<file path="config.mk">
export PLATFORM = sky130hd
export DESIGN_NAME = bbse_exec
export DESIGN_NICKNAME = d
export VERILOG_FILES = /design/src/design/bbse_pkg.sv /design/src/design/bbse_exec.sv /design/src/design/bbse_qphase.sv
export SDC_FILE = /design/constraint.sdc
export NUM_CORES = 1
export LEC_CHECK = 0
export BUFFER_PORTS_ARGS = -buffer_cell sky130_fd_sc_hd__buf_2
export CAP_MARGIN = 25
export CORE_ASPECT_RATIO = 0.5
export CORE_MARGIN = 2
export CORE_UTILIZATION = 59
export CTS_CLUSTER_SIZE = 10
export DETAILED_ROUTE_END_ITERATION = 16
export GPL_TIMING_DRIVEN = 0
export PLACE_DENSITY = 0.86
export SKIP_LAST_GASP = 1
export SYNTH_ARGS = -nofsm -noshare
export SYNTH_HDL_FRONTEND = slang
export SYNTH_SLANG_ARGS = --single-unit
</file>
<file path="constraint.sdc">
create_clock -name clk -period 5.1 [get_ports clk]
set_input_delay 0.255 -clock clk [delete_from_list [all_inputs] [get_ports clk]]
set_output_delay 0.255 -clock clk [all_outputs]
set_load 0.05 [all_outputs]
</file>
<file path="src/design/bbse_pkg.sv">
// Summary of operation
// RULE1: Zero-clear branch loads the PC with its target only when the zero flag is 0.
// RULE2: Zero-clear branch decodes from upper byte E1 with a signed 8-bit word offset.
// RULE3: Relative target equals branch address plus 2 plus twice the signed offset.
// RULE4: Conditional branch takes one cycle untaken, two taken; the extra cycle idles.
// RULE5: Jump-always decodes from top five bits 11010 with a signed 11-bit word offset.
// RULE6: Jump-always always writes the PC and always spends a following idle cycle.
// RULE7: Set-bit decodes from top nibble 8, then bit number, bank selector, address.
// RULE8: Set-bit reads the register, forces the chosen bit high, writes back, flags kept.
// RULE9: Bank selector 0 resolves the address in the fixed low bank.
// RULE10: Bank selector 1 takes the bank from the bank-select register.
// RULE11: An untaken conditional branch leaves the PC unwritten in the fourth phase.
package bbse_pkg;

  // --------------------------------------------------------------------------
  // Widths and instruction fields
  // --------------------------------------------------------------------------
  localparam int IW = 16;
  localparam int DW = 8;
  localparam int OPC8_LSB = 8;
  localparam int OPC5_LSB = 11;
  localparam int OPC4_LSB = 12;
  localparam int OFS8_MSB = 7;
  localparam int OFS11_MSB = 10;
  localparam int BIT_MSB = 11;
  localparam int BIT_LSB = 9;
  localparam int BANK_FLAG_BIT = 8;
  localparam int REG_MSB = 7;

  // --------------------------------------------------------------------------
  // Opcode patterns and fixed values
  // --------------------------------------------------------------------------
  localparam logic [7:0] ZC_OPCODE = 8'hE1;
  localparam logic [4:0] JUMP_OPCODE = 5'h1A;
  localparam logic [3:0] SET_BIT_OPCODE = 4'h8;
  localparam logic [3:0] ACCESS_BANK = 4'h0;
  localparam int PC_STEP = 2;

  // --------------------------------------------------------------------------
  // Types
  // --------------------------------------------------------------------------
  typedef enum logic [1:0] {BBSE_Q1, BBSE_Q2, BBSE_Q3, BBSE_Q4} bbse_qphase_e;
  typedef enum logic [2:0] {
    BBSE_KIND_IDLE,
    BBSE_KIND_ZERO_CLEAR,
    BBSE_KIND_JUMP_ALWAYS,
    BBSE_KIND_SET_BIT,
    BBSE_KIND_OTHER
  } bbse_kind_e;

endpackage : bbse_pkg

</file>
<file path="src/design/bbse_exec.sv">
`timescale 1ns/1ps
// ----------------------------------------------------------------------------
// Executor for zero-clear branch, jump-always and set-bit instructions
// ----------------------------------------------------------------------------
module bbse_exec #(
  parameter int PCW = 21,
  parameter int BANKW = 4
) (
  // Clock and reset.
  input wire logic clk,
  input wire logic rst_n,
  // Fetch side, sampled on the clock that ends the fourth phase.
  input wire logic [bbse_pkg::IW-1:0] instr_i,
  input wire logic [PCW-1:0] instr_addr_i,
  // Core state.
  input wire logic zero_flag_i,
  input wire logic [BANKW-1:0] bank_sel_i,
  // Cycle timing.
  output bbse_pkg::bbse_qphase_e qphase_o,
  output logic nop_cycle_o,
  output logic other_instr_o,
  // Program counter.
  output logic pc_we_o,
  output logic [PCW-1:0] pc_target_o,
  // Data memory.
  output logic mem_rd_o,
  output logic mem_we_o,
  output logic [BANKW+bbse_pkg::REG_MSB:0] mem_addr_o,
  output logic [bbse_pkg::DW-1:0] mem_wdata_o,
  input wire logic [bbse_pkg::DW-1:0] mem_rdata_i
);

  // --------------------------------------------------------------------------
  // Helpers
  // --------------------------------------------------------------------------

  // Classifies an instruction word; anything unknown is left to other units.
  function automatic bbse_pkg::bbse_kind_e decode(input logic [bbse_pkg::IW-1:0] ir);
    if (ir[bbse_pkg::IW-1:bbse_pkg::OPC8_LSB] == bbse_pkg::ZC_OPCODE) begin // [RULE2]
      decode = bbse_pkg::BBSE_KIND_ZERO_CLEAR;
    end else if (ir[bbse_pkg::IW-1:bbse_pkg::OPC5_LSB] == bbse_pkg::JUMP_OPCODE) begin // [RULE5]
      decode = bbse_pkg::BBSE_KIND_JUMP_ALWAYS;
    end else if (ir[bbse_pkg::IW-1:bbse_pkg::OPC4_LSB] == bbse_pkg::SET_BIT_OPCODE) begin // [RULE7]
      decode = bbse_pkg::BBSE_KIND_SET_BIT;
    end else begin
      decode = bbse_pkg::BBSE_KIND_OTHER;
    end
  endfunction : decode

  // The PC has already moved past the branch, hence the extra step of two.
  function automatic logic [PCW-1:0] rel_target(input logic [PCW-1:0] pc,
                                               input logic [bbse_pkg::OFS11_MSB:0] ofs);
    logic [PCW-1:0] wide;
    wide = {{(PCW-bbse_pkg::OFS11_MSB-1){ofs[bbse_pkg::OFS11_MSB]}}, ofs};
    rel_target = pc + PCW'(bbse_pkg::PC_STEP) + (wide << 1); // [RULE3]
  endfunction : rel_target

  // --------------------------------------------------------------------------
  // Phase sequencer and decode
  // --------------------------------------------------------------------------
  bbse_pkg::bbse_qphase_e phase;
  logic [bbse_pkg::IW-1:0] ir_q;
  logic [PCW-1:0] iaddr_q;
  logic nop_q;
  bbse_pkg::bbse_kind_e kind_q;
  bbse_pkg::bbse_kind_e kind_now;
  logic pc_we_q;
  logic [PCW-1:0] pc_target_q;
  logic mem_rd_q;
  logic mem_we_q;
  logic [BANKW+bbse_pkg::REG_MSB:0] mem_addr_q;
  logic [bbse_pkg::DW-1:0] mem_wdata_q;
  logic [bbse_pkg::DW-1:0] bit_mask;
  logic [bbse_pkg::OFS11_MSB:0] ofs8_wide;
  logic end_q1;
  logic end_q2;
  logic end_q3;
  logic end_q4;

  bbse_qphase u_qphase (
    .clk(clk),
    .rst_n(rst_n),
    .phase_o(phase)
  );

  // Each flag marks the clock edge that closes that phase.
  assign end_q1 = (phase == bbse_pkg::BBSE_Q1);
  assign end_q2 = (phase == bbse_pkg::BBSE_Q2);
  assign end_q3 = (phase == bbse_pkg::BBSE_Q3);
  assign end_q4 = (phase == bbse_pkg::BBSE_Q4);

  // A discarded fetch decodes as idle so that nothing acts on it.
  assign kind_now = nop_q ? bbse_pkg::BBSE_KIND_IDLE : decode(ir_q); // [RULE4] [RULE6]

  // The short offset is widened once so one target function serves both branches.
  assign ofs8_wide = {{(bbse_pkg::OFS11_MSB-bbse_pkg::OFS8_MSB){ir_q[bbse_pkg::OFS8_MSB]}},
                      ir_q[bbse_pkg::OFS8_MSB:0]};

  // One-hot mask of the bit that a set-bit instruction forces.
  assign bit_mask = bbse_pkg::DW'(1) << ir_q[bbse_pkg::BIT_MSB:bbse_pkg::BIT_LSB];

  // --------------------------------------------------------------------------
  // Instruction register and discard control
  // --------------------------------------------------------------------------

  // The next word is taken as the cycle ends, whatever this one did.
  always_ff @(posedge clk) begin
    if (!rst_n) begin
      ir_q <= '0;
      iaddr_q <= '0;
    end else if (end_q4) begin
      ir_q <= instr_i;
      iaddr_q <= instr_addr_i;
    end
  end

  // A PC write in this cycle makes the already fetched word stale, so the next
  // cycle idles; reset also idles the first cycle since no word is held yet.
  always_ff @(posedge clk) begin
    if (!rst_n) begin
      nop_q <= 1'b1;
    end else if (end_q4) begin
      nop_q <= pc_we_q; // [RULE4] [RULE6]
    end
  end

  // The kind is held from the second phase to the end of the cycle.
  always_ff @(posedge clk) begin
    if (!rst_n) begin
      kind_q <= bbse_pkg::BBSE_KIND_IDLE;
    end else if (end_q1) begin
      kind_q <= kind_now;
    end else if (end_q4) begin
      kind_q <= bbse_pkg::BBSE_KIND_IDLE;
    end
  end

  // --------------------------------------------------------------------------
  // Program counter write
  // --------------------------------------------------------------------------

  // The decision is made in the third phase and shown for the fourth only.
  always_ff @(posedge clk) begin
    if (!rst_n) begin
      pc_we_q <= 1'b0;
      pc_target_q <= '0;
    end else if (end_q3) begin
      case (kind_q)
        bbse_pkg::BBSE_KIND_ZERO_CLEAR: begin
          pc_we_q <= !zero_flag_i; // [RULE1] [RULE11]
          pc_target_q <= rel_target(iaddr_q, ofs8_wide); // [RULE3]
        end
        bbse_pkg::BBSE_KIND_JUMP_ALWAYS: begin
          pc_we_q <= 1'b1; // [RULE6]
          pc_target_q <= rel_target(iaddr_q, ir_q[bbse_pkg::OFS11_MSB:0]); // [RULE3]
        end
        default: begin
          pc_we_q <= 1'b0;
        end
      endcase
    end else if (end_q4) begin
      pc_we_q <= 1'b0;
    end
  end

  // --------------------------------------------------------------------------
  // Data memory read-modify-write
  // --------------------------------------------------------------------------

  // Address and read strobe go out for the second phase; the bank is frozen
  // here so a bank change later in the cycle cannot split the access.
  always_ff @(posedge clk) begin
    if (!rst_n) begin
      mem_addr_q <= '0;
      mem_rd_q <= 1'b0;
    end else if (end_q1) begin
      if (ir_q[bbse_pkg::BANK_FLAG_BIT]) begin
        mem_addr_q <= {bank_sel_i, ir_q[bbse_pkg::REG_MSB:0]}; // [RULE10]
      end else begin
        mem_addr_q <= {BANKW'(bbse_pkg::ACCESS_BANK), ir_q[bbse_pkg::REG_MSB:0]}; // [RULE9]
      end
      mem_rd_q <= (kind_now == bbse_pkg::BBSE_KIND_SET_BIT); // [RULE8]
    end else if (end_q2) begin
      mem_rd_q <= 1'b0;
    end
  end

  // Read data is taken as the second phase closes and merged at once; the
  // status flags have no path from here, so they stay untouched.
  always_ff @(posedge clk) begin
    if (!rst_n) begin
      mem_wdata_q <= '0;
    end else if (end_q2 && kind_q == bbse_pkg::BBSE_KIND_SET_BIT) begin
      mem_wdata_q <= mem_rdata_i | bit_mask; // [RULE8]
    end
  end

  // The write strobe covers the fourth phase of a set-bit cycle only.
  always_ff @(posedge clk) begin
    if (!rst_n) begin
      mem_we_q <= 1'b0;
    end else if (end_q3) begin
      mem_we_q <= (kind_q == bbse_pkg::BBSE_KIND_SET_BIT); // [RULE8]
    end else if (end_q4) begin
      mem_we_q <= 1'b0;
    end
  end

  // --------------------------------------------------------------------------
  // Outputs
  // --------------------------------------------------------------------------
  assign qphase_o = phase;
  assign nop_cycle_o = nop_q;
  assign other_instr_o = (kind_q == bbse_pkg::BBSE_KIND_OTHER);
  assign pc_we_o = pc_we_q;
  assign pc_target_o = pc_target_q;
  assign mem_rd_o = mem_rd_q;
  assign mem_we_o = mem_we_q;
  assign mem_addr_o = mem_addr_q;
  assign mem_wdata_o = mem_wdata_q;
endmodule : bbse_exec

</file>
<file path="src/design/bbse_qphase.sv">
`timescale 1ns/1ps
// ----------------------------------------------------------------------------
// Quarter-phase sequencer of the instruction cycle
// ----------------------------------------------------------------------------
module bbse_qphase (
  // Clock and reset.
  input wire logic clk,
  input wire logic rst_n,
  // Phase of the current instruction cycle.
  output bbse_pkg::bbse_qphase_e phase_o
);

  bbse_pkg::bbse_qphase_e phase_q;

  // Four clocks make one instruction cycle; reset restarts at the first phase.
  always_ff @(posedge clk) begin
    if (!rst_n) begin
      phase_q <= bbse_pkg::BBSE_Q1;
    end else begin
      case (phase_q)
        bbse_pkg::BBSE_Q1: phase_q <= bbse_pkg::BBSE_Q2;
        bbse_pkg::BBSE_Q2: phase_q <= bbse_pkg::BBSE_Q3;
        bbse_pkg::BBSE_Q3: phase_q <= bbse_pkg::BBSE_Q4;
        bbse_pkg::BBSE_Q4: phase_q <= bbse_pkg::BBSE_Q1;
        default: phase_q <= bbse_pkg::BBSE_Q1;
      endcase
    end
  end

  assign phase_o = phase_q;

endmodule : bbse_qphase

</file>
# ---- Yosys cells after proc, flatten, opt, wreduce, memory -nomap -nowiden
# Cells that the tools add are included.
dict set report classes {
  n_shift 1
  n_reduce_logical 8
  div_mod_pow 0
  add_sub_neg 3
  bitwise_logic 1
  n_mux 15
  mul 0
  magnitude_cmp 0
  n_eq_ne 11
}
# op n
set ops {}
lappend ops {{adder 21 bit} 2}
lappend ops {{case mux 21 bit (2 select lines)} 1}
lappend ops {{adder 21 x 2 -> 21 bit, second input constant} 1}
lappend ops {{two-way mux 3 bit} 6}
lappend ops {{two-way mux 12 bit} 1}
lappend ops {{equality test 3 x 2 -> 1 bit, second input constant} 3}
lappend ops {{equality test 8 bit, second input constant} 1}
lappend ops {{bitwise OR 8 bit} 1}
lappend ops {{case mux 2 bit (4 select lines)} 1}
lappend ops {{nonzero test 2 bit} 4}
lappend ops {{left shift 1 x 3 -> 8 bit, first input constant} 1}
lappend ops {{equality test 5 bit, second input constant} 1}
lappend ops {{two-way mux 1 bit} 5}
lappend ops {{equality test 2 bit, second input constant} 2}
lappend ops {{equality test 4 bit, second input constant} 1}
lappend ops {{equality test 3 x 1 -> 1 bit, second input constant} 1}
lappend ops {{equality test 3 bit, second input constant} 1}
lappend ops {{equality test 2 x 1 -> 1 bit, second input constant} 1}
lappend ops {{logical NOT 2 bit} 1}
lappend ops {{case mux 1 bit (2 select lines)} 1}
lappend ops {{AND reduction 2 bit} 1}
lappend ops {{logical AND 1 bit} 1}
lappend ops {{logical NOT 1 bit} 1}
dict set report totals {
  latch_bits 0
  word_cells 50
  n_memories 0
  input_bits 52
  ff_bits 87
  mem_bits_rw 0
  output_inout_bits 48
  rom_bits 0
}

# ---- Longest topological paths before layout
dict set report logic_depth {
  word_depth 7
  mapped_depth 14
  mapped_depth_nobuf 13
}

# ---- By module
# From an unflattened synthesis, not the netlist that was laid out.
dict set report unflattened {
  cells_unflattened 541
  hier_area_um2 4708.3
}
# module seq_area_each_um2 cells_per_inst n_inst area_per_inst_um2
set by_module_without_submodules {}
lappend by_module_without_submodules {bbse_exec 1701.6 533 1 4621.9}
lappend by_module_without_submodules {bbse_qphase 40.0 8 1 86.3}

# ---- Worst setup path after synthesis
# Ideal clock, no wire load.
dict set report synth_timing {
  path_kind {register to register}
  from {register kind_q[1]}
  to {register pc_target_q[19], in the netlist pc_target_o[19]}
  stages_incl_launch_ff 13
  period_less_slack_ns 2.861
  slack_ns 2.239
  n_path_buf 1
  setup_time_ns 0.120
  t_required_ns 4.980
  arrival_ns 2.741
  path_cell_list {dfxtp_1 -> clkbuf_1 -> nand2b_1 -> o21ai_0 -> nand2_1 -> ha_1 -> and4_2 -> a21oi_1 -> o211ai_1 -> a41o_1 -> o31ai_1 -> xor2_1 -> a21oi_1}
}
dict set report synth_via {
  elab_chain_cells 3
  word_cells_on_any_way 5
  classes_between {eq/ne (2); mux (1); reduce/logical (2)}
}
# item line_no
set synth_lines {}
lappend synth_lines {{from (decl)} bbse_exec.sv:65} ;# bbse_pkg::bbse_kind_e kind_q;
lappend synth_lines {{from (signal assigned)} bbse_exec.sv:130} ;# kind_q <= bbse_pkg::BBSE_KIND_IDLE;
lappend synth_lines {{from (signal assigned)} bbse_exec.sv:132} ;# kind_q <= kind_now;
lappend synth_lines {{from (signal assigned)} bbse_exec.sv:134} ;# kind_q <= bbse_pkg::BBSE_KIND_IDLE;
lappend synth_lines {{equality test 3 x 2 -> 1 bit / equality test 3 x 1 -> 1 bit (equally long branches)} bbse_exec.sv:148} ;# case (kind_q)
lappend synth_lines {{nonzero test 2 bit (no source line)} n/a}
lappend synth_lines {{AND reduction 2 bit (no source line)} n/a}
lappend synth_lines {{to (signal assigned)} bbse_exec.sv:151} ;# pc_target_q <= rel_target(iaddr_q, ofs8_wide);
lappend synth_lines {{to (signal assigned)} bbse_exec.sv:155} ;# pc_target_q <= rel_target(iaddr_q, ir_q[bbse_pkg::OFS11_MSB:0]);
lappend synth_lines {{to (decl)} bbse_exec.sv:68} ;# logic [PCW-1:0] pc_target_q;
# Several ways; a longest one is shown, not always the timed one.
# A chain may end at the register's enable or synchronous reset.

# ---- Worst setup path after layout
# Ends and elaborated chain as after synthesis.

==> results.json <==
{
  "n_antenna_cell": 0,
  "drc": 0,
  "num_vias": 4165,
  "place_area_um2": 5180,
  "timing.fmax_mhz": 303.9,
  "drt_first_pass_iters": 5,
  "layout-drive-gt1-share_pct": 20.09,
  "syn-num-nets": 605,
  "synth_edf_count": 0,
  "stdcell_area_um2": 5465,
  "seq_area_frac_synth_pct": 38.12,
  "h-tree-depth": 3,
  "detail-route-antenna-nets": 0,
  "max_cap_violations": 0,
  "core_um2": 7405,
  "p_per_area_nw_per_um2": 325.2,
  "synth_warnings": 0,
  "dieHeight_um": 66.23,
  "gr-total-overflow": 0,
  "cts_max_path_buffers": 2,
  "grt_antenna_before_repair": 0,
  "grt_pass1_wl_mm": 19.23,
  "worst_slew_pin_slew_ns": 0.8979,
  "async_flop_share_pct": 0,
  "hold_path.class": "input port to flop",
  "crit_required_ns": 5.35,
  "numPortBuffers": 98,
  "clock-sinks": 87,
  "hold_ws_ns": 0.1371,
  "critPathLaunch": "kind_q[1]",
  "cts_tree": "built",
  "period_share_pct": 64.52,
  "grt_pass1_vias": 4039,
  "cts_setup_buffers": 0,
  "dp_hpwl_mm": 8.728,
  "rsz0062_at_grt": "false",
  "num_io_pins": 100,
  "finalSetupViolations": 0,
  "holdBufCountCts": 0,
  "chipWidth_um": 128.5,
  "synth_area_um2": 4569,
  "cp_max_fo": 10,
  "clockRootBuffer": "clkbuf_16",
  "post-route-min-period_ns": 3.290,
  "synth-seq-cells": 87,
  "synth.avg_cell_area_um2": 8.654,
  "max_slew_margin_pct": 40.14,
  "detail_route.wl_per_cell_um": 15.90,
  "syn2layout_area_growth_pct": 19.61,
  "hold_violations": 0,
  "reg2reg_from": "kind_q[1]",
  "p_leak_nw": 2.414,
  "avgViaCountPerCell": 5.644,
  "end_kind": "flop",
  "track_usage_pct": 29.32,
  "ir_drop_mv": 0.1870,
  "path_clk_slew_ns": 0.07,
  "mostFrequentLayoutCell": "buf_2",
  "die_area_um2": 8508,
  "gp_congestion": 0.8884,
  "cp-start-kind": "flop",
  "grt_max_degree": 18,
  "rows": 22,
  "status": "finished clean",
  "final_cell_mix": "98 x buf_2, 87 x dfxtp_1, 80 x nor2_1, 47 x mux2i_1, 45 x nand2_1",
  "synth_cells": 528,
  "drtIter0Drc": 345,
  "fin_setup_tns_ns": 0,
  "dpl_worst_slack_ns": 1.828,
  "dp.cells": 722,
  "crit_arrival_ns": 3.54,
  "slew_viol_final": 0,
  "final_core_util_pct": 73.81,
  "worst-setup-path-type": "flop to flop",
  "wl_mm": 11.74,
  "ctsResizeCount": 0,
  "fin_cells": 738,
  "ys.flop_type": "dfxtp_1",
  "timing.final.ws_setup_ns": 1.810,
  "clk_latency_ns": 0.35,
  "yosysUniqueCellTypes": 54,
  "layout.nets": 714,
  "start_util_pct": 61.71,
  "skew_ns": 0.005172,
  "cts_buffers": 9,
  "holdCritStartpoint": "instr_i[0]",
  "hold_depth": 3,
  "worst_r2r_path_depth": 12,
  "p_total_mw": 1.777
}
==> final timing paths <==
path / to / slack [ns]
hold reg to reg: pc_target_o[5] / 0.46
setup reg to reg: pc_target_o[19] / 1.81
setup / recovery: pc_target_o[19] / 1.81
hold / removal: ir_q[0] / 0.14
==> report_power, final <==
group	switching, mW	internal (mW)
logic	0.225	0.147
registers	0.0400	0.714
clock network	0.310	0.341
==> critical path, cell delays in order (launching register included) <==
cell and delay (ns):
dfxtp_1 0.31, clkbuf_1 0.30, nand2b_1 0.11, o21ai_0 0.26, nand2_1 0.36, ha_1 0.47
and4_2 0.29, a21oi_1 0.14, o211ai_1 0.12, a41o_1 0.30, o31ai_1 0.25, xor2_1 0.18
a21oi_1 0.08
==> state kept, by name, summed over array words and instances (netlist names) <==
register and flops:
ir_q 16, mem_wdata_o 8, u_qphase.phase_o 2, pc_target_o 21, iaddr_q 21, mem_rd_o 1
pc_we_o 1, mem_we_o 1, nop_cycle_o 1, kind_q 3, mem_addr_o 12
==> synthesized netlist by cell type, types with 8 or more instances <==
library cell,number,area share [%]
nor3_1,10,1.1
a21oi_1,33,3.6
o21ai_0,9,0.99
nor2_1,80,6.6
a211oi_1,9,1.5
inv_1,10,0.82
nand2_1,45,3.7
xnor2_1,19,3.6
a31oi_1,9,1.2
clkbuf_1,24,2.0
dfxtp_1,87,38
mux2i_1,47,10
nand3_1,25,2.7
xor2_1,11,2.1
a21o_1,9,1.5
nand4_1,8,1.1
ha_1,24,6.6
==> cells by family (layout without fill, tap and decap cells) <==
logic type / count (synthesis) / after routing / share of synthesized area, %
adders and majority gates: 25 / 25 / 7.010
AOI/OAI and AO/OA: 90 / 90 / 12.84
DFF: 87 / 87 / 38.12
xor gates and xnor gates: 31 / 31 / 6.270
and+or+nand+nor: 207 / 207 / 21.44
buffers and inverters: 41 / 155 / 4.025
muxes: 47 / 47 / 10.30
==> per-layer routing <==
| metal | GRT usage [%] | up-vias | share of wire (%) |
|---|---|---|---|
| met5 | 0 | - | 0 |
| met4 | 9.753 | 0 | 1.4 |
| met3 | 7.686 | 17 | 6.6 |
| met2 | 49.47 | 130 | 46 |
| met1 | 36.86 | 1942 | 46 |
| li1 | - | 2076 | - |
==> area by class of cell <==
type | count | area, um^2
tap | 96 | 120.1
multi-input combinational | 400 | 2644
clock buffer | 9 | 225.2
timing repair buffer | 98 | 490.5
fill | 565 | 1939
clock inverter | 7 | 60.06
inverter | 11 | 41.29
sequential | 87 | 1742
buffer | 30 | 142.6
(Power assumes the default switching activity.)
